<file path="config.mk">
export PLATFORM = sky130hd
export DESIGN_NAME = urc_core
export DESIGN_NICKNAME = d
export VERILOG_FILES = /design/src/core/urc_core.v /design/src/core/urc_fifo.v
export VERILOG_INCLUDE_DIRS = /design/src /design/src/inc
export SDC_FILE = /design/constraint.sdc
export NUM_CORES = 1
export LEC_CHECK = 0
export BUFFER_PORTS_ARGS = -buffer_cell sky130_fd_sc_hd__buf_4
export CAP_MARGIN = 20
export CORE_UTILIZATION = 61
export CTS_BUF_LIST = sky130_fd_sc_hd__clkbuf_16
export CTS_CLUSTER_SIZE = 40
export DETAILED_ROUTE_END_ITERATION = 8
export GPL_ROUTABILITY_DRIVEN = 0
export GPL_TIMING_DRIVEN = 0
export HOLD_SLACK_MARGIN = 0.06
export PLACE_DENSITY = 0.87
export REMOVE_ABC_BUFFERS = 1
export SETUP_SLACK_MARGIN = 0.1
export SKIP_LAST_GASP = 1
export SLEW_MARGIN = 20
export SYNTH_ARGS = -nofsm -noshare
export SYNTH_HDL_FRONTEND = slang
export SYNTH_SLANG_ARGS = --single-unit
</file>
<file path="constraint.sdc">
create_clock -name REF_CLK_IN -period 3.3 [get_ports REF_CLK_IN]
set_input_delay 0.495 -clock REF_CLK_IN [delete_from_list [all_inputs] [get_ports REF_CLK_IN]]
set_output_delay 0.495 -clock REF_CLK_IN [all_outputs]
set_load 0.05 [all_outputs]
</file>
<file path="src/inc/urc_consts.vh">
`ifndef URC_CONSTS_VH
`define URC_CONSTS_VH
// Word length field codes
`define URC_WLEN_FIVE 2'h0
`define URC_WLEN_SIX 2'h1
`define URC_WLEN_SEVEN 2'h2
`define URC_WLEN_EIGHT 2'h3
// Parity field codes
`define URC_PAR_ABSENT 3'h0
`define URC_PAR_EVEN 3'h1
`define URC_PAR_ODD 3'h2
`define URC_PAR_HIGH 3'h3
`define URC_PAR_LOW 3'h4
// Oversampling and FIFO shape
`define URC_OVERSAMPLE 5'h10
`define URC_MID_SAMPLE 4'h7
`define URC_LAST_TICK 4'hF
`define URC_FIFO_DEPTH 16
`define URC_FIFO_AW 4
`define URC_TX_W 8
`define URC_RX_W 11
// Status bits of a received word, above the data byte
`define URC_RX_FE_BIT 8
`define URC_RX_PE_BIT 9
`define URC_RX_BE_BIT 10
// Divisor reset value
`define URC_DIV_RESET 16'h0001
`endif

</file>
<file path="src/core/urc_core.v">
`timescale 1ns/1ps
`include "urc_consts.vh"
module urc_core (
  input wire REF_CLK_IN, // Processor clock, 25 MHz
  input wire RST_N_IN, // Async reset, active low
  input wire PORT_ON_IN, // Global enable
  input wire TRANSMIT_ON_IN, // Transmit enable
  input wire RECEIVE_ON_IN, // Receive enable
  input wire FIFO_ON_IN, // FIFO enable, depth one when low
  input wire [15:0] DIVISOR_IN, // Bit rate divisor, zero stops
  input wire [1:0] WORD_LEN_IN, // Data bit count code
  input wire TWO_STOP_IN, // Two stop bits
  input wire [2:0] PARITY_IN, // Parity mode
  input wire BREAK_IN, // Force line low
  input wire INFRARED_ENTER_IN, // Pulse, enter infrared mode
  input wire INFRARED_LP_REQ_IN, // Low power wanted with enter
  input wire INFRARED_LEAVE_IN, // Pulse, leave infrared mode
  input wire RX_DMA_ON_IN, // Receive DMA enable
  input wire TX_DMA_ON_IN, // Transmit DMA enable
  input wire STOP_RX_DMA_ON_ERROR_IN, // Error stops receive DMA
  input wire ERROR_CLEAR_IN, // Pulse, clear error flags
  input wire [7:0] TX_DATA_IN, // Character to send
  input wire TX_WRITE_IN, // Pulse, write character
  input wire RX_READ_IN, // Pulse, read character
  input wire SERIAL_RX_IN, // Serial line input
  output reg SERIAL_TX_OUT, // Serial line output
  output wire [10:0] RX_DATA_OUT, // Break, parity, framing, data
  output wire RX_AVAIL_OUT, // Receive FIFO not empty
  output wire TX_FULL_OUT, // Transmit FIFO full
  output wire BUSY_OUT, // Transmitter busy
  output reg [15:0] DIVISOR_OUT, // Divisor readback
  output reg [7:0] FORMAT_OUT, // Format readback
  output reg INFRARED_ON_OUT, // Infrared encoder enable bit
  output reg INFRARED_LOW_POWER_OUT, // Infrared low power bit
  output reg [3:0] ERROR_OUT, // Overrun, break, parity, framing
  output wire RX_DMA_REQ_OUT, // Receive DMA request
  output wire TX_DMA_REQ_OUT // Transmit DMA request
);
  localparam ST_IDLE = 3'h0;
  localparam ST_START = 3'h1;
  localparam ST_DATA = 3'h2;
  localparam ST_PAR = 3'h3;
  localparam ST_STOP = 3'h4;

  // Data bits for a length code
  function [3:0] bits_of;
    input [1:0] code;
    begin
      bits_of = 4'h5 + {2'h0, code};
    end
  endfunction

  // Parity bit for a mode and data word
  function par_of;
    input [2:0] mode;
    input [7:0] d;
    begin
      case (mode)
        `URC_PAR_EVEN: par_of = ^d;
        `URC_PAR_ODD: par_of = ~(^d);
        `URC_PAR_HIGH: par_of = 1'b1;
        default: par_of = 1'b0;
      endcase
    end
  endfunction

  // Mask data to the word length
  function [7:0] mask_of;
    input [1:0] code;
    input [7:0] d;
    begin
      mask_of = d & (8'hFF >> (3'h3 - {1'b0, code}));
    end
  endfunction

  wire en_tx = PORT_ON_IN & TRANSMIT_ON_IN;
  wire en_rx = PORT_ON_IN & RECEIVE_ON_IN;
  wire par_on = (PARITY_IN != `URC_PAR_ABSENT);
  reg [15:0] div_cnt;
  reg tick;
  reg rx_s1;
  reg rx_s2;
  reg port_on_d;
  wire flush_tx;
  wire [7:0] txf_data;
  wire txf_valid;
  wire txf_ready;
  reg tx_pop;
  reg [2:0] tx_st;
  reg [3:0] tx_tick;
  reg [3:0] tx_bit;
  reg [7:0] tx_sh;
  reg tx_stop2;
  reg [2:0] rx_st;
  reg [3:0] rx_tick;
  reg [3:0] rx_bit;
  reg [7:0] rx_sh;
  reg rx_par;
  reg [10:0] rx_word;
  reg rx_push;
  wire rxf_ready;
  reg dma_halt;
  wire rx_cap_full;
  wire tx_cap_full;
  wire rxf_valid;

  // Sixteen-times bit tick from the processor clock; zero divisor stops the tick and freezes any frame in progress
  always @(posedge REF_CLK_IN or negedge RST_N_IN) begin
    if (!RST_N_IN) begin
      div_cnt <= 16'h0000;
      tick <= 1'b0;
    end else if (DIVISOR_IN == 16'h0000 || div_cnt + 16'h0001 >= DIVISOR_IN) begin
      div_cnt <= 16'h0000;
      tick <= (DIVISOR_IN != 16'h0000);
    end else begin
      div_cnt <= div_cnt + 16'h0001;
      tick <= 1'b0;
    end
  end

  // Readback of divisor and format
  always @(posedge REF_CLK_IN or negedge RST_N_IN) begin
    if (!RST_N_IN) begin
      DIVISOR_OUT <= `URC_DIV_RESET;
      FORMAT_OUT <= 8'h00;
    end else begin
      DIVISOR_OUT <= DIVISOR_IN;
      FORMAT_OUT <= {2'h0, PARITY_IN, TWO_STOP_IN, WORD_LEN_IN};
    end
  end

  // Line input synchroniser
  always @(posedge REF_CLK_IN or negedge RST_N_IN) begin
    if (!RST_N_IN) begin
      rx_s1 <= 1'b1;
      rx_s2 <= 1'b1;
    end else begin
      rx_s1 <= SERIAL_RX_IN;
      rx_s2 <= rx_s1;
    end
  end

  // Infrared control bits; a leave pulse wins over enter
  always @(posedge REF_CLK_IN or negedge RST_N_IN) begin
    if (!RST_N_IN) begin
      INFRARED_ON_OUT <= 1'b0;
      INFRARED_LOW_POWER_OUT <= 1'b0;
    end else if (INFRARED_LEAVE_IN) begin
      INFRARED_ON_OUT <= 1'b0;
      INFRARED_LOW_POWER_OUT <= 1'b0;
    end else if (INFRARED_ENTER_IN) begin
      INFRARED_ON_OUT <= 1'b1;
      INFRARED_LOW_POWER_OUT <= INFRARED_LP_REQ_IN;
    end
  end

  // Falling global enable flushes queued transmit characters
  always @(posedge REF_CLK_IN or negedge RST_N_IN) begin
    if (!RST_N_IN) begin
      port_on_d <= 1'b0;
    end else begin
      port_on_d <= PORT_ON_IN;
    end
  end
  assign flush_tx = port_on_d & ~PORT_ON_IN;

  // FIFO depth one when FIFOs are off
  assign tx_cap_full = ~FIFO_ON_IN & txf_valid;
  assign rx_cap_full = ~FIFO_ON_IN & rxf_valid;

  urc_fifo #(.WIDTH(`URC_TX_W), .DEPTH(`URC_FIFO_DEPTH), .AW(`URC_FIFO_AW)) u_txf (
    .clk_in(REF_CLK_IN),
    .rst_n_in(RST_N_IN),
    .flush_in(flush_tx),
    .wr_data_in(TX_DATA_IN),
    .wr_valid_in(TX_WRITE_IN & ~tx_cap_full),
    .wr_ready_out(txf_ready),
    .rd_data_out(txf_data),
    .rd_valid_out(txf_valid),
    .rd_ready_in(tx_pop)
  );
  assign TX_FULL_OUT = ~txf_ready | tx_cap_full;
  assign TX_DMA_REQ_OUT = TX_DMA_ON_IN & en_tx & ~TX_FULL_OUT;

  // Transmitter; a started frame runs to its last stop bit even if disabled
  always @(posedge REF_CLK_IN or negedge RST_N_IN) begin
    if (!RST_N_IN) begin
      tx_st <= ST_IDLE;
      tx_tick <= 4'h0;
      tx_bit <= 4'h0;
      tx_sh <= 8'h00;
      tx_stop2 <= 1'b0;
      tx_pop <= 1'b0;
    end else begin
      tx_pop <= 1'b0;
      case (tx_st)
        ST_IDLE: begin
          if (en_tx && txf_valid && !tx_pop) begin
            tx_sh <= txf_data;
            tx_pop <= 1'b1;
            tx_tick <= 4'h0;
            tx_st <= ST_START;
          end
        end
        default: begin
          if (tick) begin
            tx_tick <= tx_tick + 4'h1;
            if (tx_tick == `URC_LAST_TICK) begin
              case (tx_st)
                ST_START: begin
                  tx_bit <= 4'h0;
                  tx_st <= ST_DATA;
                end
                ST_DATA: begin
                  tx_sh <= {1'b0, tx_sh[7:1]};
                  tx_bit <= tx_bit + 4'h1;
                  if (tx_bit + 4'h1 == bits_of(WORD_LEN_IN)) begin
                    tx_st <= par_on ? ST_PAR : ST_STOP;
                    tx_stop2 <= TWO_STOP_IN;
                  end
                end
                ST_PAR: begin
                  tx_st <= ST_STOP;
                end
                default: begin
                  if (tx_stop2) begin
                    tx_stop2 <= 1'b0;
                  end else begin
                    tx_st <= ST_IDLE;
                  end
                end
              endcase
            end
          end
        end
      endcase
    end
  end

  // Parity held across the shift: computed from the popped character
  reg tx_par;
  always @(posedge REF_CLK_IN or negedge RST_N_IN) begin
    if (!RST_N_IN) begin
      tx_par <= 1'b0;
    end else if (tx_pop) begin
      tx_par <= par_of(PARITY_IN, mask_of(WORD_LEN_IN, txf_data));
    end
  end

  // Line level by state; break forces low
  always @(posedge REF_CLK_IN or negedge RST_N_IN) begin
    if (!RST_N_IN) begin
      SERIAL_TX_OUT <= 1'b1;
    end else if (BREAK_IN) begin
      SERIAL_TX_OUT <= 1'b0;
    end else begin
      case (tx_st)
        ST_START: SERIAL_TX_OUT <= 1'b0;
        ST_DATA: SERIAL_TX_OUT <= tx_sh[0];
        ST_PAR: SERIAL_TX_OUT <= tx_par;
        default: SERIAL_TX_OUT <= 1'b1;
      endcase
    end
  end
  // Idle state is entered only after the last stop bit, when the line already stands high
  assign BUSY_OUT = txf_valid | (tx_st != ST_IDLE) | tx_pop;

  // Receiver, mid-bit sampling on the sixteen-times tick
  always @(posedge REF_CLK_IN or negedge RST_N_IN) begin
    if (!RST_N_IN) begin
      rx_st <= ST_IDLE;
      rx_tick <= 4'h0;
      rx_bit <= 4'h0;
      rx_sh <= 8'h00;
      rx_par <= 1'b0;
      rx_word <= 11'h000;
      rx_push <= 1'b0;
    end else begin
      rx_push <= 1'b0;
      if (!en_rx) begin
        rx_st <= ST_IDLE;
      end else if (tick) begin
        rx_tick <= rx_tick + 4'h1;
        case (rx_st)
          ST_IDLE: begin
            rx_tick <= 4'h0;
            if (!rx_s2) begin
              rx_st <= ST_START;
            end
          end
          ST_START: begin
            if (rx_tick == `URC_MID_SAMPLE) begin
              rx_tick <= 4'h0;
              rx_bit <= 4'h0;
              rx_sh <= 8'h00;
              rx_st <= rx_s2 ? ST_IDLE : ST_DATA; // Glitch rejected
            end
          end
          ST_DATA: begin
            if (rx_tick == `URC_LAST_TICK) begin
              rx_sh[rx_bit[2:0]] <= rx_s2;
              rx_bit <= rx_bit + 4'h1;
              if (rx_bit + 4'h1 == bits_of(WORD_LEN_IN)) begin
                rx_st <= par_on ? ST_PAR : ST_STOP;
              end
            end
          end
          ST_PAR: begin
            if (rx_tick == `URC_LAST_TICK) begin
              rx_par <= rx_s2;
              rx_st <= ST_STOP;
            end
          end
          default: begin
            // One stop bit checked; a second is accepted as idle line
            if (rx_tick == `URC_LAST_TICK) begin
              rx_word[7:0] <= rx_sh;
              rx_word[`URC_RX_FE_BIT] <= ~rx_s2;
              rx_word[`URC_RX_PE_BIT] <= par_on & (rx_par != par_of(PARITY_IN, rx_sh));
              rx_word[`URC_RX_BE_BIT] <= ~rx_s2 & (rx_sh == 8'h00);
              rx_push <= 1'b1;
              rx_st <= ST_IDLE;
            end
          end
        endcase
      end
    end
  end

  urc_fifo #(.WIDTH(`URC_RX_W), .DEPTH(`URC_FIFO_DEPTH), .AW(`URC_FIFO_AW)) u_rxf (
    .clk_in(REF_CLK_IN),
    .rst_n_in(RST_N_IN),
    .flush_in(1'b0),
    .wr_data_in(rx_word),
    .wr_valid_in(rx_push & ~rx_cap_full),
    .wr_ready_out(rxf_ready),
    .rd_data_out(RX_DATA_OUT),
    .rd_valid_out(rxf_valid),
    .rd_ready_in(RX_READ_IN)
  );
  assign RX_AVAIL_OUT = rxf_valid;

  // Sticky errors and DMA halt; a new error wins over clear
  always @(posedge REF_CLK_IN or negedge RST_N_IN) begin
    if (!RST_N_IN) begin
      ERROR_OUT <= 4'h0;
      dma_halt <= 1'b0;
    end else begin
      ERROR_OUT <= (ERROR_CLEAR_IN ? 4'h0 : ERROR_OUT) |
        (rx_push ? {~rxf_ready | rx_cap_full, rx_word[`URC_RX_BE_BIT],
        rx_word[`URC_RX_PE_BIT], rx_word[`URC_RX_FE_BIT]} : 4'h0);
      if (rx_push && STOP_RX_DMA_ON_ERROR_IN &&
          (rx_word[10:8] != 3'h0 || !rxf_ready || rx_cap_full)) begin
        dma_halt <= 1'b1;
      end else if (ERROR_CLEAR_IN || !RX_DMA_ON_IN) begin
        dma_halt <= 1'b0;
      end
    end
  end
  assign RX_DMA_REQ_OUT = RX_DMA_ON_IN & rxf_valid & ~dma_halt;
endmodule

</file>
<file path="src/core/urc_fifo.v">
`timescale 1ns/1ps
module urc_fifo #(
  parameter WIDTH = 8,
  parameter DEPTH = 16,
  parameter AW = 4
) (
  input wire clk_in, // Clock
  input wire rst_n_in, // Async reset, active low
  input wire flush_in, // Discard all entries
  input wire [WIDTH-1:0] wr_data_in, // Write data
  input wire wr_valid_in, // Write request
  output wire wr_ready_out, // Space available
  output wire [WIDTH-1:0] rd_data_out, // Oldest entry
  output wire rd_valid_out, // Entry available
  input wire rd_ready_in // Pop oldest entry
);
  reg [WIDTH-1:0] mem [0:DEPTH-1];
  reg [AW-1:0] wr_ptr;
  reg [AW-1:0] rd_ptr;
  reg [AW:0] count;
  wire do_wr;
  wire do_rd;

  // Honest flags from one occupancy count
  assign wr_ready_out = (count != DEPTH[AW:0]);
  assign rd_valid_out = (count != {(AW+1){1'b0}});
  assign do_wr = wr_valid_in & wr_ready_out & ~flush_in;
  assign do_rd = rd_ready_in & rd_valid_out & ~flush_in;
  assign rd_data_out = mem[rd_ptr];

  // Storage written without reset to keep it small
  always @(posedge clk_in) begin
    if (do_wr) begin
      mem[wr_ptr] <= wr_data_in;
    end
  end

  // Pointers and occupancy
  always @(posedge clk_in or negedge rst_n_in) begin
    if (!rst_n_in) begin
      wr_ptr <= {AW{1'b0}};
      rd_ptr <= {AW{1'b0}};
      count <= {(AW+1){1'b0}};
    end else if (flush_in) begin
      wr_ptr <= {AW{1'b0}};
      rd_ptr <= {AW{1'b0}};
      count <= {(AW+1){1'b0}};
    end else begin
      if (do_wr) begin
        wr_ptr <= wr_ptr + 1'b1;
      end
      if (do_rd) begin
        rd_ptr <= rd_ptr + 1'b1;
      end
      if (do_wr & ~do_rd) begin
        count <= count + 1'b1;
      end else if (do_rd & ~do_wr) begin
        count <= count - 1'b1;
      end
    end
  end
endmodule

</file>
==> results of run 1 <==
kinds of logic after synthesis:
logic type,after synthesis
fa+ha+maj,46
simple gates,299
mux,113
xor+xnor,51
flops,434
other cells,1
compound gates,190
buf+inv,112
metrics by stage:
stage	instances	worst slack (ns)
3_3_place_gp	1670	-1.42
4_1_cts	1767	-0.228
6_report	1774	0.0539
5_1_grt	1773	-0.0431
3_5_place_dp	1680	-0.272
2_1_floorplan	1189	-0.567
path summary, 6_finish.rpt:
path / slack (ns) / cells after the start / to
worst min register to register: 0.37 / 0 / rx_s2
min in group asynchronous: 0.41 / 2 / u_txf.wr_ptr[0]
worst min-delay path: 0.09 / 1 / DIVISOR_OUT[0]
worst max register to register: 0.05 / 9 / tx_par
worst max-delay path: 0.05 / 9 / tx_par
max in group asynchronous: 2.10 / 3 / u_rxf.rd_ptr[1]
cell type report:
type,count,area [um2]
Fill cell,1825,8610
Tap cell,390,488
Antenna cell,1,2.50
Multi-Input combinational cell,701,5800
Clock buffer,44,1100
Inverter,54,203
Clock inverter,36,259
Timing Repair Buffer,114,931
Sequential cell,434,12400
power groups by stage:
stage | registers, mW | clock network, mW | logic (mW)
4_1_cts | 6.32 | 4.73 | 1.83
3_5_place_dp | 6.49 | 0 | 1.63
5_1_grt | 6.34 | 4.94 | 2.04
3_3_place_gp | 6.61 | 0 | 1.40
6_report | 6.32 | 4.70 | 1.89
2_1_floorplan | 6.52 | 0 | 1.04
layer usage:
metal / part of all wire, % / GRT usage [%] / vias up
met5: 0 / 0 / -
met4: 3.6 / 11.3 / 0
met3: 6.3 / 4.35 / 109
met2: 52 / 47.6 / 512
met1: 38 / 32.8 / 5586
li1: - / - / 4890
registers in the layout, indices dropped and copies added (netlist names), 6 cells and up:
name,count
rx_word,11
tx_sh,8
u_txf.mem,128
div_cnt,16
FORMAT_OUT,6
rx_sh,8
DIVISOR_OUT,16
u_rxf.mem,176
cells in the final DEF (no fill, tap or decap), drive strengths merged, types with 20 or more instances in the layout:
cell type / synthesis / final
xnor2: 36 / 36
buf: 21 / 112
ha: 44 / 44
dfrtp: 126 / 126
a211oi: 20 / 20
inv: 53 / 62
nor2: 82 / 82
clkinv: 1 / 24
mux2i: 39 / 39
edfxtp: 304 / 304
nand3: 20 / 20
clkbuf: 37 / 44
nand2: 125 / 125
a21oi: 33 / 33
mux4: 71 / 71
o21ai: 69 / 69
timing repair:
item / in CTS / in global routing
buffers inserted: 5 / 6
pin swaps: 0 / 3
gates resized for setup: 17 / 18
hold endpoints to repair: 39 / 0
gates cloned: 0 / 0
setup endpoints to repair: 156 / 59
hold buffers: 2 / 0
==> impl_metrics.csv, run 1 <==
group,metric,value,unit
run_status,outcome,"complete, no violations",
flow_run,max_cap_violations,0,
power_and_ir_drop,pwr-share-comb,14.6,%
sta,finalMaxSlewViolations,0,
sta,holdWs,0.0884,ns
power_and_ir_drop,seq_power_share,49.0,%
setup_path,crit_slowest_cell,"sky130_fd_sc_hd__a221oi_1",
route,detail-route-antenna-nets,0,
sta,slew-limit-headroom,26.2,%
setup_path,crit_chain,"clkinv_1 > a221oi_1 > o21ai_0 > nand2_1 > nand2_1 > xnor2_1 > xnor3_1 > mux2i_1 > o31ai_2",
clocking,number_of_buffers_inserted_during_clock_tree_synthesis,43,
power_and_ir_drop,sw_frac_of_total,26.5,%
die,die-area,31100,um2
sta,setup_total_negative_slack,0,ns
route,detail_route.first_pass.iterations,5,
clocking,cts-root-to-sink-buffers,3,
logic_synthesis,synthArstFlopShare,30.0,%
sta,worstMarginPinSlew,1.10,ns
setup_path,path_buf_inv,1,
logic_synthesis,ys.warnings.count,0,
logic_synthesis,synth_xor_xnor_area_share,2.48,%
clocking,tritoncts,"done",
sta,report.final.hold_viol_count,0,
logic_synthesis,yosys.area_share.simple,7.10,%
route,dr_total_vias,11100,
sta,period_share,98.4,%
grt,overflow,0,
logic_synthesis,synth_seq_cells,434,
placed_design,io_buffers,91,
cells_and_area,area_growth,14.3,%
setup_path,cp_data_required_time,3.73,ns
die,floorplan.die.height,176,um
power_and_ir_drop,power.density_cell_area,609,nW/um2
logic_synthesis,yosysTopAreaCellShare,49.2,%
logic_synthesis,top_cell_type_by_total_area_after_synthesis,"sky130_fd_sc_hd__edfxtp_1",
placed_design,hpwlAfterDp,24.9,mm
logic_synthesis,ys_dominant_reg_cell,"sky130_fd_sc_hd__edfxtp_1",
setup_path,timing.critical_path.mode_cell,"sky130_fd_sc_hd__nand2_1",
die,num_io_pins,94,
setup_path,worst_path_largest_cell_delay,0.62,ns
power_and_ir_drop,finalPower,12.9,mW
logic_synthesis,synth.most_common_cell,"sky130_fd_sc_hd__edfxtp_1",
sta,max_clock_freq,308,MHz
die,initial_utilization,62.2,%
grt,grt_antenna_before_repair,1,
cells_and_area,utilization,71.1,%
setup_path,worst_setup_path_start_kind,"flip-flop",
logic_synthesis,yosys.area_share.adder,3.19,%
route,via_density_per_instance,6.26,
route,drcViolationCount,0,
worst_hold_path,worst_hold_path_type,"input pin to flip-flop",
placed_design,post_place_instance_area,19600,um2
setup_path,crit_fanout,9,
logic_synthesis,synthesis.area,18500,um2
logic_synthesis,synth-edff-count,304,
sta,grt_setup_unrepaired,"true",
sta,finalSetupViolations,0,
clocking,clkTransAtPathRegs,0.06,ns
die,core_region_area,29800,um2
setup_path,cp_endpoint_kind,"flip-flop",
setup_path,worstReg2RegStart,"u_txf.rd_ptr[3]",
worst_hold_path,min-delay-start,"DIVISOR_IN[0]",
logic_synthesis,dominant_combinational_cell_family_by_area_after_synthesis,"multiplexers",
die,rows,63,
cells_and_area,finalNetCount,1441,
setup_path,crit_arrival,3.68,ns
logic_synthesis,synth_cell_types,57,
grt,grt_start_max_net_pins,93,
sta,finalWorstPathRequiredPeriod,3.25,ns
route,drt_iter0_markers,975,
logic_synthesis,compound_gate_portion_of_the_synthesized_area,6.61,%
grt,grt_first_pass_wirelength,62.6,mm
route,drt-total-wl,40.9,mm
logic_synthesis,post_synth_main_area_contributors,"sky130_fd_sc_hd__edfxtp_1 49%, sky130_fd_sc_hd__dfrtp_1 17%, sky130_fd_sc_hd__mux4_2 8.5%, sky130_fd_sc_hd__ha_1 3.0%, sky130_fd_sc_hd__nand2_1 2.5%",
grt,number_of_global_route_vias_before_repair,11100,
logic_synthesis,syn_inst,1246,
clocking,clk_latency,0.56,ns
power_and_ir_drop,power_leakage,8.32,nW
cells_and_area,final_design_area_no_fill,21200,um2
clocking,cts.sinks,434,
sta,clock-skew-final,0.0411,ns
power_and_ir_drop,intPower,9.49,mW
power_and_ir_drop,netSwitchingPower,3.41,mW
grt,groute.usage.overall,26.9,%
power_and_ir_drop,vdd_ir_drop_max,0.764,mV
logic_synthesis,synth-seq-area-share,66.8,%
logic_synthesis,avgSynthCellArea,14.9,um2
logic_synthesis,synth_top_cells_by_count,"304 x sky130_fd_sc_hd__edfxtp_1, 126 x sky130_fd_sc_hd__dfrtp_1, 125 x sky130_fd_sc_hd__nand2_1",
setup_path,critPathLaunch,"u_txf.rd_ptr[3]",
logic_synthesis,synth.mux.area_fraction,10.9,%
power_and_ir_drop,power_frac_clock,36.4,%
clocking,cts_root_buffer_type,"sky130_fd_sc_hd__clkbuf_16",
setup_path,worstSetupPathType,"flip-flop to flip-flop",
die,dieWidth,176,um
clocking,htree_levels,2,
setup_path,cpLargestDelayFamily,"compound AO/OA/AOI/OAI gates",
cells_and_area,post_route_cells_drive_above_1_share,21.8,%
route,detail_route.wl_per_cell,23.1,um
Note: power is estimated with default switching activity, not from simulation.
==> run 2: changes to the inputs <==
--- a/config.mk
+++ b/config.mk
@@ -7,15 +7,15 @@
 export NUM_CORES = 1
 export LEC_CHECK = 0
 export BUFFER_PORTS_ARGS = -buffer_cell sky130_fd_sc_hd__buf_4
-export CAP_MARGIN = 20
-export CORE_UTILIZATION = 61
+export CAP_MARGIN = 40
+export CORE_UTILIZATION = 66
 export CTS_BUF_LIST = sky130_fd_sc_hd__clkbuf_16
 export CTS_CLUSTER_SIZE = 40
 export DETAILED_ROUTE_END_ITERATION = 8
 export GPL_ROUTABILITY_DRIVEN = 0
 export GPL_TIMING_DRIVEN = 0
 export HOLD_SLACK_MARGIN = 0.06
-export PLACE_DENSITY = 0.87
+export PLACE_DENSITY = 0.93
 export REMOVE_ABC_BUFFERS = 1
 export SETUP_SLACK_MARGIN = 0.1
 export SKIP_LAST_GASP = 1
==> constraint.sdc (replaced) <==
create_clock -name REF_CLK_IN -period 3.9 [get_ports REF_CLK_IN]
set_input_delay 0.585 -clock REF_CLK_IN [delete_from_list [all_inputs] [get_ports REF_CLK_IN]]
set_output_delay 0.585 -clock REF_CLK_IN [all_outputs]
set_load 0.05 [all_outputs]
==> impl_metrics.csv, run 2 (synthesized netlist as in run 1, its figures left out) <==
group,metric,value,unit
run_status,outcome,"complete, no violations",
grt,number_of_global_route_vias_before_repair,11800,
clocking,cts.sinks,434,
cells_and_area,insertedDiodeCount,0,
cells_and_area,finalNetCount,1448,
grt,grt_start_max_net_pins,101,
power_and_ir_drop,power.density_cell_area,515,nW/um2
setup_path,crit_arrival,4.10,ns
die,rows,60,
flow_run,max_cap_violations,0,
clocking,cts_root_buffer_type,"sky130_fd_sc_hd__clkbuf_16",
die,core_region_area,27300,um2
power_and_ir_drop,vdd_ir_drop_max,0.510,mV
die,initial_utilization,68.0,%
cells_and_area,commonest_non_fill_non_tap_cell_in_the_layout,"sky130_fd_sc_hd__edfxtp_1",
grt,grt_antenna_before_repair,0,
cells_and_area,mostFrequentLayoutCells,"304 x sky130_fd_sc_hd__edfxtp_1, 125 x sky130_fd_sc_hd__nand2_1, 123 x sky130_fd_sc_hd__dfrtp_1",
setup_path,crit_slowest_cell,"sky130_fd_sc_hd__or4_1",
route,detail_route.wl_per_cell,24.2,um
placed_design,io_buffers,91,
sta,finalMaxSlewViolations,0,
sta,grt_setup_unrepaired,"false",
cells_and_area,utilization,77.5,%
sta,finalSetupViolations,0,
clocking,cts-root-to-sink-buffers,3,
cells_and_area,largest_register,"u_rxf.mem",
setup_path,worst_setup_path_start_kind,"flip-flop",
worst_hold_path,worst_hold_path_type,"input pin to flip-flop",
cells_and_area,final_design_area_no_fill,21100,um2
route,detail_route.first_pass.iterations,8,
clocking,clkTransAtPathRegs,0.06,ns
cells_and_area,largest_register_ffs,176,
setup_path,cp_endpoint_kind,"flip-flop",
route,drt_iter0_markers,1494,
cells_and_area,reg.largest.list,"u_rxf.mem x176, u_txf.mem x128",
setup_path,cp_data_required_time,4.33,ns
clocking,tritoncts,"done",
sta,holdWs,0.153,ns
cells_and_area,post_route_cells_drive_above_1_share,20.3,%
die,die-area,28800,um2
setup_path,worst_path_largest_cell_delay,0.61,ns
sta,period_share,94.3,%
grt,grt_first_pass_wirelength,65.1,mm
die,floorplan.die.height,170,um
die,dieWidth,170,um
sta,setup_total_negative_slack,0,ns
route,dr_total_vias,11600,
route,drcViolationCount,0,
cells_and_area,area_growth,13.9,%
sta,finalWorstPathRequiredPeriod,3.68,ns
grt,groute.usage.overall,30.2,%
sta,report.final.hold_viol_count,0,
sta,worstMarginPinSlew,0.892,ns
sta,max_clock_freq,272,MHz
clocking,clk_latency,0.55,ns
setup_path,crit_fanout,5,
die,num_io_pins,94,
route,drt-total-wl,42.6,mm
grt,overflow,0,
route,detail-route-antenna-nets,0,
sta,slew-limit-headroom,40.3,%
power_and_ir_drop,power_leakage,8.35,nW
setup_path,worstSetupPathType,"flip-flop to flip-flop",
cells_and_area,fillCellCount,1392,
route,via_density_per_instance,6.60,
clocking,htree_levels,2,
placed_design,post_place_instance_area,19700,um2
setup_path,crit_chain,"or4_1 > nor2_2 > a21o_1 > nand2_1 > nor2_2 > nand2_1 > fa_1 > a21o_1 > a21oi_1 > nand3_1 > o21ai_0 > xnor2_1 > nor2_1",
placed_design,hpwlAfterDp,26.5,mm
clocking,number_of_buffers_inserted_during_clock_tree_synthesis,42,
sta,clock-skew-final,0.0288,ns
-- run 2: repair_timing --
item                                    CTS  global route
setup buffers                             0             0
endpoints found under the setup margin    0             2
hold endpoints to repair                 27             0
gates resized for setup                   0             3
hold buffers                              1             0
-- run 2: layout make-up --
cell class,count,area [um2],area share [%]
clock inverter,34,269,1.27
sequential,434,12400,58.7
clock buffer,43,1080,5.10
multi-input combinational,701,5680,26.9
timing repair buffer,122,1030,4.86
tap,372,465,2.20
inverter,54,203,0.960
-- run 2: where the power goes --
group	internal [mW]	switching [mW]	total, mW
Combinational	0.703	0.844	1.55
Clock	2.27	1.71	3.98
Sequential	5.08	0.268	5.35
Total	8.06	2.82	10.9
-- run 2: worst max-delay path, delay by kind of cell (launching register included) --
family                     cells  cell delay [ns]
and+or+nand+nor                7             1.66
AOI/OAI and AO/OA              4             0.84
DFF                            1             0.46
adders and majority gates      1             0.46
xor gates and xnor gates       1             0.17
-- run 2: path summary, 6_finish.rpt --
path	depth (start not counted)	endpoint	slack, ns	start
min in group asynchronous	2	FORMAT_OUT[0]	0.47	RST_N_IN
worst max register to register	13	u_txf.count[4]	0.22	u_txf.count[0]
worst max-delay path	13	u_txf.count[4]	0.22	u_txf.count[0]
worst min register to register	0	rx_s2	0.36	rx_s1
worst min-delay path	1	rx_s1	0.15	SERIAL_RX_IN
max in group asynchronous	3	u_rxf.rd_ptr[0]	2.58	RST_N_IN
-- run 2: through the flow --
step / std cells / total power, mW / worst slack (ns)
floorplan: 1189 / 6.40 / 0.0332
global placement: 1652 / 6.77 / -0.737
detailed placement: 1674 / 6.91 / 0.296
CTS: 1752 / 10.9 / 0.158
global route: 1760 / 11.2 / 0.111
finish: 1760 / 10.9 / 0.223
-- run 2: layer usage --
layer | routed length [um] | track usage (%) | up-vias
met5 | 0 | 0 | -
met4 | 1710 | 11.4 | 0
met3 | 3620 | 4.69 | 183
met2 | 22100 | 53.3 | 758
met1 | 15200 | 37.8 | 5772
li1 | - | - | 4902
==> run 3: changes to the inputs <==
--- a/config.mk
+++ b/config.mk
@@ -6,6 +6,7 @@
 export SDC_FILE = /design/constraint.sdc
 export NUM_CORES = 1
 export LEC_CHECK = 0
+export ABC_AREA = 1
 export BUFFER_PORTS_ARGS = -buffer_cell sky130_fd_sc_hd__buf_4
 export CAP_MARGIN = 40
 export CORE_UTILIZATION = 66
==> impl_metrics.csv, run 3 <==
group,metric,value,unit
clocking,cts.sinks,434,
route,drcViolationCount,0,
sta,max_clock_freq,286,MHz
setup_path,crit_slowest_cell,"sky130_fd_sc_hd__dfrtp_4",
die,rows,61,
cells_and_area,reg.largest.list,"u_rxf.mem x176, u_txf.mem x128",
route,detail_route.wl_per_cell,19.6,um
route,detail-route-antenna-nets,0,
clocking,number_of_buffers_inserted_during_clock_tree_synthesis,42,
power_and_ir_drop,vdd_ir_drop_max,0.583,mV
cells_and_area,fillCellCount,1478,
clocking,htree_levels,2,
logic_synthesis,synth_seq_cells,434,
cells_and_area,utilization,76.6,%
setup_path,crit_chain,"buf_16 > inv_2 > buf_12 > nor2_1 > o32ai_1 > o211ai_1 > nand2_1 > buf_4",
power_and_ir_drop,power_leakage,9.02,nW
grt,grt_start_max_net_pins,92,
sta,report.final.hold_viol_count,0,
cells_and_area,insertedDiodeCount,0,
grt,number_of_global_route_vias_before_repair,13400,
logic_synthesis,synth-seq-area-share,64.8,%
cells_and_area,largest_register_ffs,176,
cells_and_area,area_growth,12.9,%
grt,grt_first_pass_wirelength,69.0,mm
flow_run,max_cap_violations,0,
cells_and_area,commonest_non_fill_non_tap_cell_in_the_layout,"sky130_fd_sc_hd__nand2_1",
setup_path,worst_path_largest_cell_delay,0.62,ns
power_and_ir_drop,finalPower,13.9,mW
cells_and_area,largest_register,"u_rxf.mem",
die,die-area,29600,um2
die,num_io_pins,94,
cells_and_area,mostFrequentLayoutCells,"333 x sky130_fd_sc_hd__nand2_1, 304 x sky130_fd_sc_hd__edfxtp_1, 211 x sky130_fd_sc_hd__nor2_1",
sta,worstMarginPinSlew,0.908,ns
sta,holdWs,0.159,ns
route,dr_total_vias,13700,
sta,grt_setup_unrepaired,"false",
sta,finalWorstPathRequiredPeriod,3.50,ns
setup_path,crit_fanout,67,
setup_path,cpLargestDelayFamily,"buffers and inverters",
cells_and_area,sequential_cell_area,12400,um2
die,dieWidth,172,um
setup_path,cp_data_required_time,3.31,ns
clocking,clkTransAtPathRegs,0.06,ns
clocking,cts_root_buffer_type,"sky130_fd_sc_hd__clkbuf_16",
power_and_ir_drop,power.density_cell_area,643,nW/um2
route,wl_met2,22.8,mm
route,via_density_per_instance,6.12,
logic_synthesis,ys.warnings.count,0,
placed_design,io_buffers,91,
clocking,tritoncts,"done",
route,topRoutingLayerUsed,"met4",
logic_synthesis,synth-edff-count,304,
logic_synthesis,syn_inst,1739,
route,detail_route.first_pass.iterations,8,
route,route.met3.wl,4.02,mm
logic_synthesis,synth_top_cells_by_count,"333 x sky130_fd_sc_hd__nand2_1, 304 x sky130_fd_sc_hd__edfxtp_1, 214 x sky130_fd_sc_hd__nor2_1",
route,wl_met1,15.5,mm
logic_synthesis,yosysTopAreaCellShare,47.8,%
die,core_region_area,28200,um2
cells_and_area,post_route_cells_drive_above_1_share,12.0,%
logic_synthesis,post_synth_main_area_contributors,"sky130_fd_sc_hd__edfxtp_1 48%, sky130_fd_sc_hd__dfrtp_1 17%, sky130_fd_sc_hd__nand2_1 6.5%, sky130_fd_sc_hd__nor2_1 4.2%, sky130_fd_sc_hd__inv_1 3.4%",
clocking,clk_latency,0.56,ns
setup_path,worstSetupPathType,"flip-flop to output pin",
logic_synthesis,top_cell_type_by_total_area_after_synthesis,"sky130_fd_sc_hd__edfxtp_1",
clocking,cts-root-to-sink-buffers,3,
logic_synthesis,synthArstFlopShare,30.0,%
grt,overflow,0,
setup_path,worst_setup_path_start_kind,"flip-flop",
setup_path,cp_endpoint_kind,"output pin",
route,drt-total-wl,44.1,mm
die,initial_utilization,67.8,%
placed_design,place_ws,0.0682,ns
logic_synthesis,synthesis.area,19100,um2
setup_path,crit_arrival,2.91,ns
placed_design,hpwlAfterDp,26.6,mm
cells_and_area,multi_input_comb_area,5730,um2
logic_synthesis,ys_dominant_reg_cell,"sky130_fd_sc_hd__edfxtp_1",
die,floorplan.die.height,172,um
sta,layout_setup_ws,0.401,ns
sta,finalSetupViolations,0,
route,drt_iter0_markers,1905,
setup_path,path_buf_inv,4,
sta,finalMaxSlewViolations,0,
logic_synthesis,synth.most_common_cell,"sky130_fd_sc_hd__nand2_1",
sta,clock-skew-final,0.0283,ns
worst_hold_path,worst_hold_path_type,"input pin to flip-flop",
logic_synthesis,avgSynthCellArea,11.0,um2
sta,slew-limit-headroom,39.4,%
cells_and_area,finalNetCount,1927,
logic_synthesis,synth_cell_types,54,
sta,period_share,89.7,%
grt,groute.usage.overall,30.5,%
run_status,outcome,"complete, no violations",
grt,grt_antenna_before_repair,0,
run 3: cell count changes in the layout (fill, tap and decap cells not counted), sizes merged, moves of 16 or more:
cell,delta
xnor2,-21
nand3,+62
nor2,+142
o21ai,+59
a221oi,-16
o221ai,+32
a211oi,-16
nand2,+212
a21o,-16
inv,+134
mux4,-71
run 3: worst paths after layout:
kind / startpoint / cells after the start / slack, ns / end
max: u_rxf.rd_ptr[0] / 8 / 0.40 / RX_DATA_OUT[9]
min: SERIAL_RX_IN / 1 / 0.16 / rx_s1
max reg2reg: div_cnt[0] / 20 / 0.49 / div_cnt[2]
min reg2reg: rx_s1 / 0 / 0.36 / rx_s2
max in group asynchronous: RST_N_IN / 3 / 2.57 / u_txf.rd_ptr[0]
min in group asynchronous: RST_N_IN / 2 / 0.51 / u_rxf.rd_ptr[3]
run 3: repair_timing:
action / in CTS / in global routing
hold endpoints to repair: 43 / 0
setup endpoints to repair: 16 / 16
hold buffers: 1 / 0
setup buffers: 2 / 0
pin swaps: 1 / 0
gates resized for setup: 0 / 1
run 3: kinds of logic after synthesis:
| group | share of synthesized area [%] |
|---|---|
| flip-flops | 64.8 |
| other | 0.0196 |
| AO/OA/AOI/OAI | 8.02 |
| AND/OR/NAND/NOR | 15.5 |
| XOR/XNOR | 1.60 |
| multiplexers | 1.62 |
| buffers and inverters | 5.31 |
| adder cells (fa/ha/maj) | 3.09 |
run 3: cell type report:
| type | instances | share of cell area (%) |
|---|---|---|
| well taps | 378 | 2.19 |
| flip-flops and latches | 434 | 57.5 |
| clock inverters | 33 | 1.10 |
| inverters | 180 | 3.16 |
| clock buffers | 44 | 5.11 |
| repair buffers | 113 | 4.36 |
| multi-input cells | 1063 | 26.6 |
run 3: metal layers:
layer | track usage [%] | up-vias
li1 | - | 6142
met1 | 37.0 | 6523
met2 | 54.2 | 892
met3 | 4.67 | 176
met4 | 13.3 | 0
met5 | 0 | -
run 3: power breakdown:
group	internal (mW)	switching (mW)	total [mW]
combinational	1.38	2.78	4.16
sequential	5.24	0.535	5.77
clock	2.24	1.69	3.93
run 3: through the flow:
| step | instances | TNS [ns] | instance area (um2) |
|---|---|---|---|
| after global placement | 2146 | -32.62 | 19900 |
| after detailed placement | 2164 | 0 | 20200 |
| after global routing | 2245 | 0 | 21600 |
| after floorplan | 1677 | -8.19 | 18800 |
| after CTS | 2244 | 0 | 21500 |
| final | 2245 | 0 | 21600 |
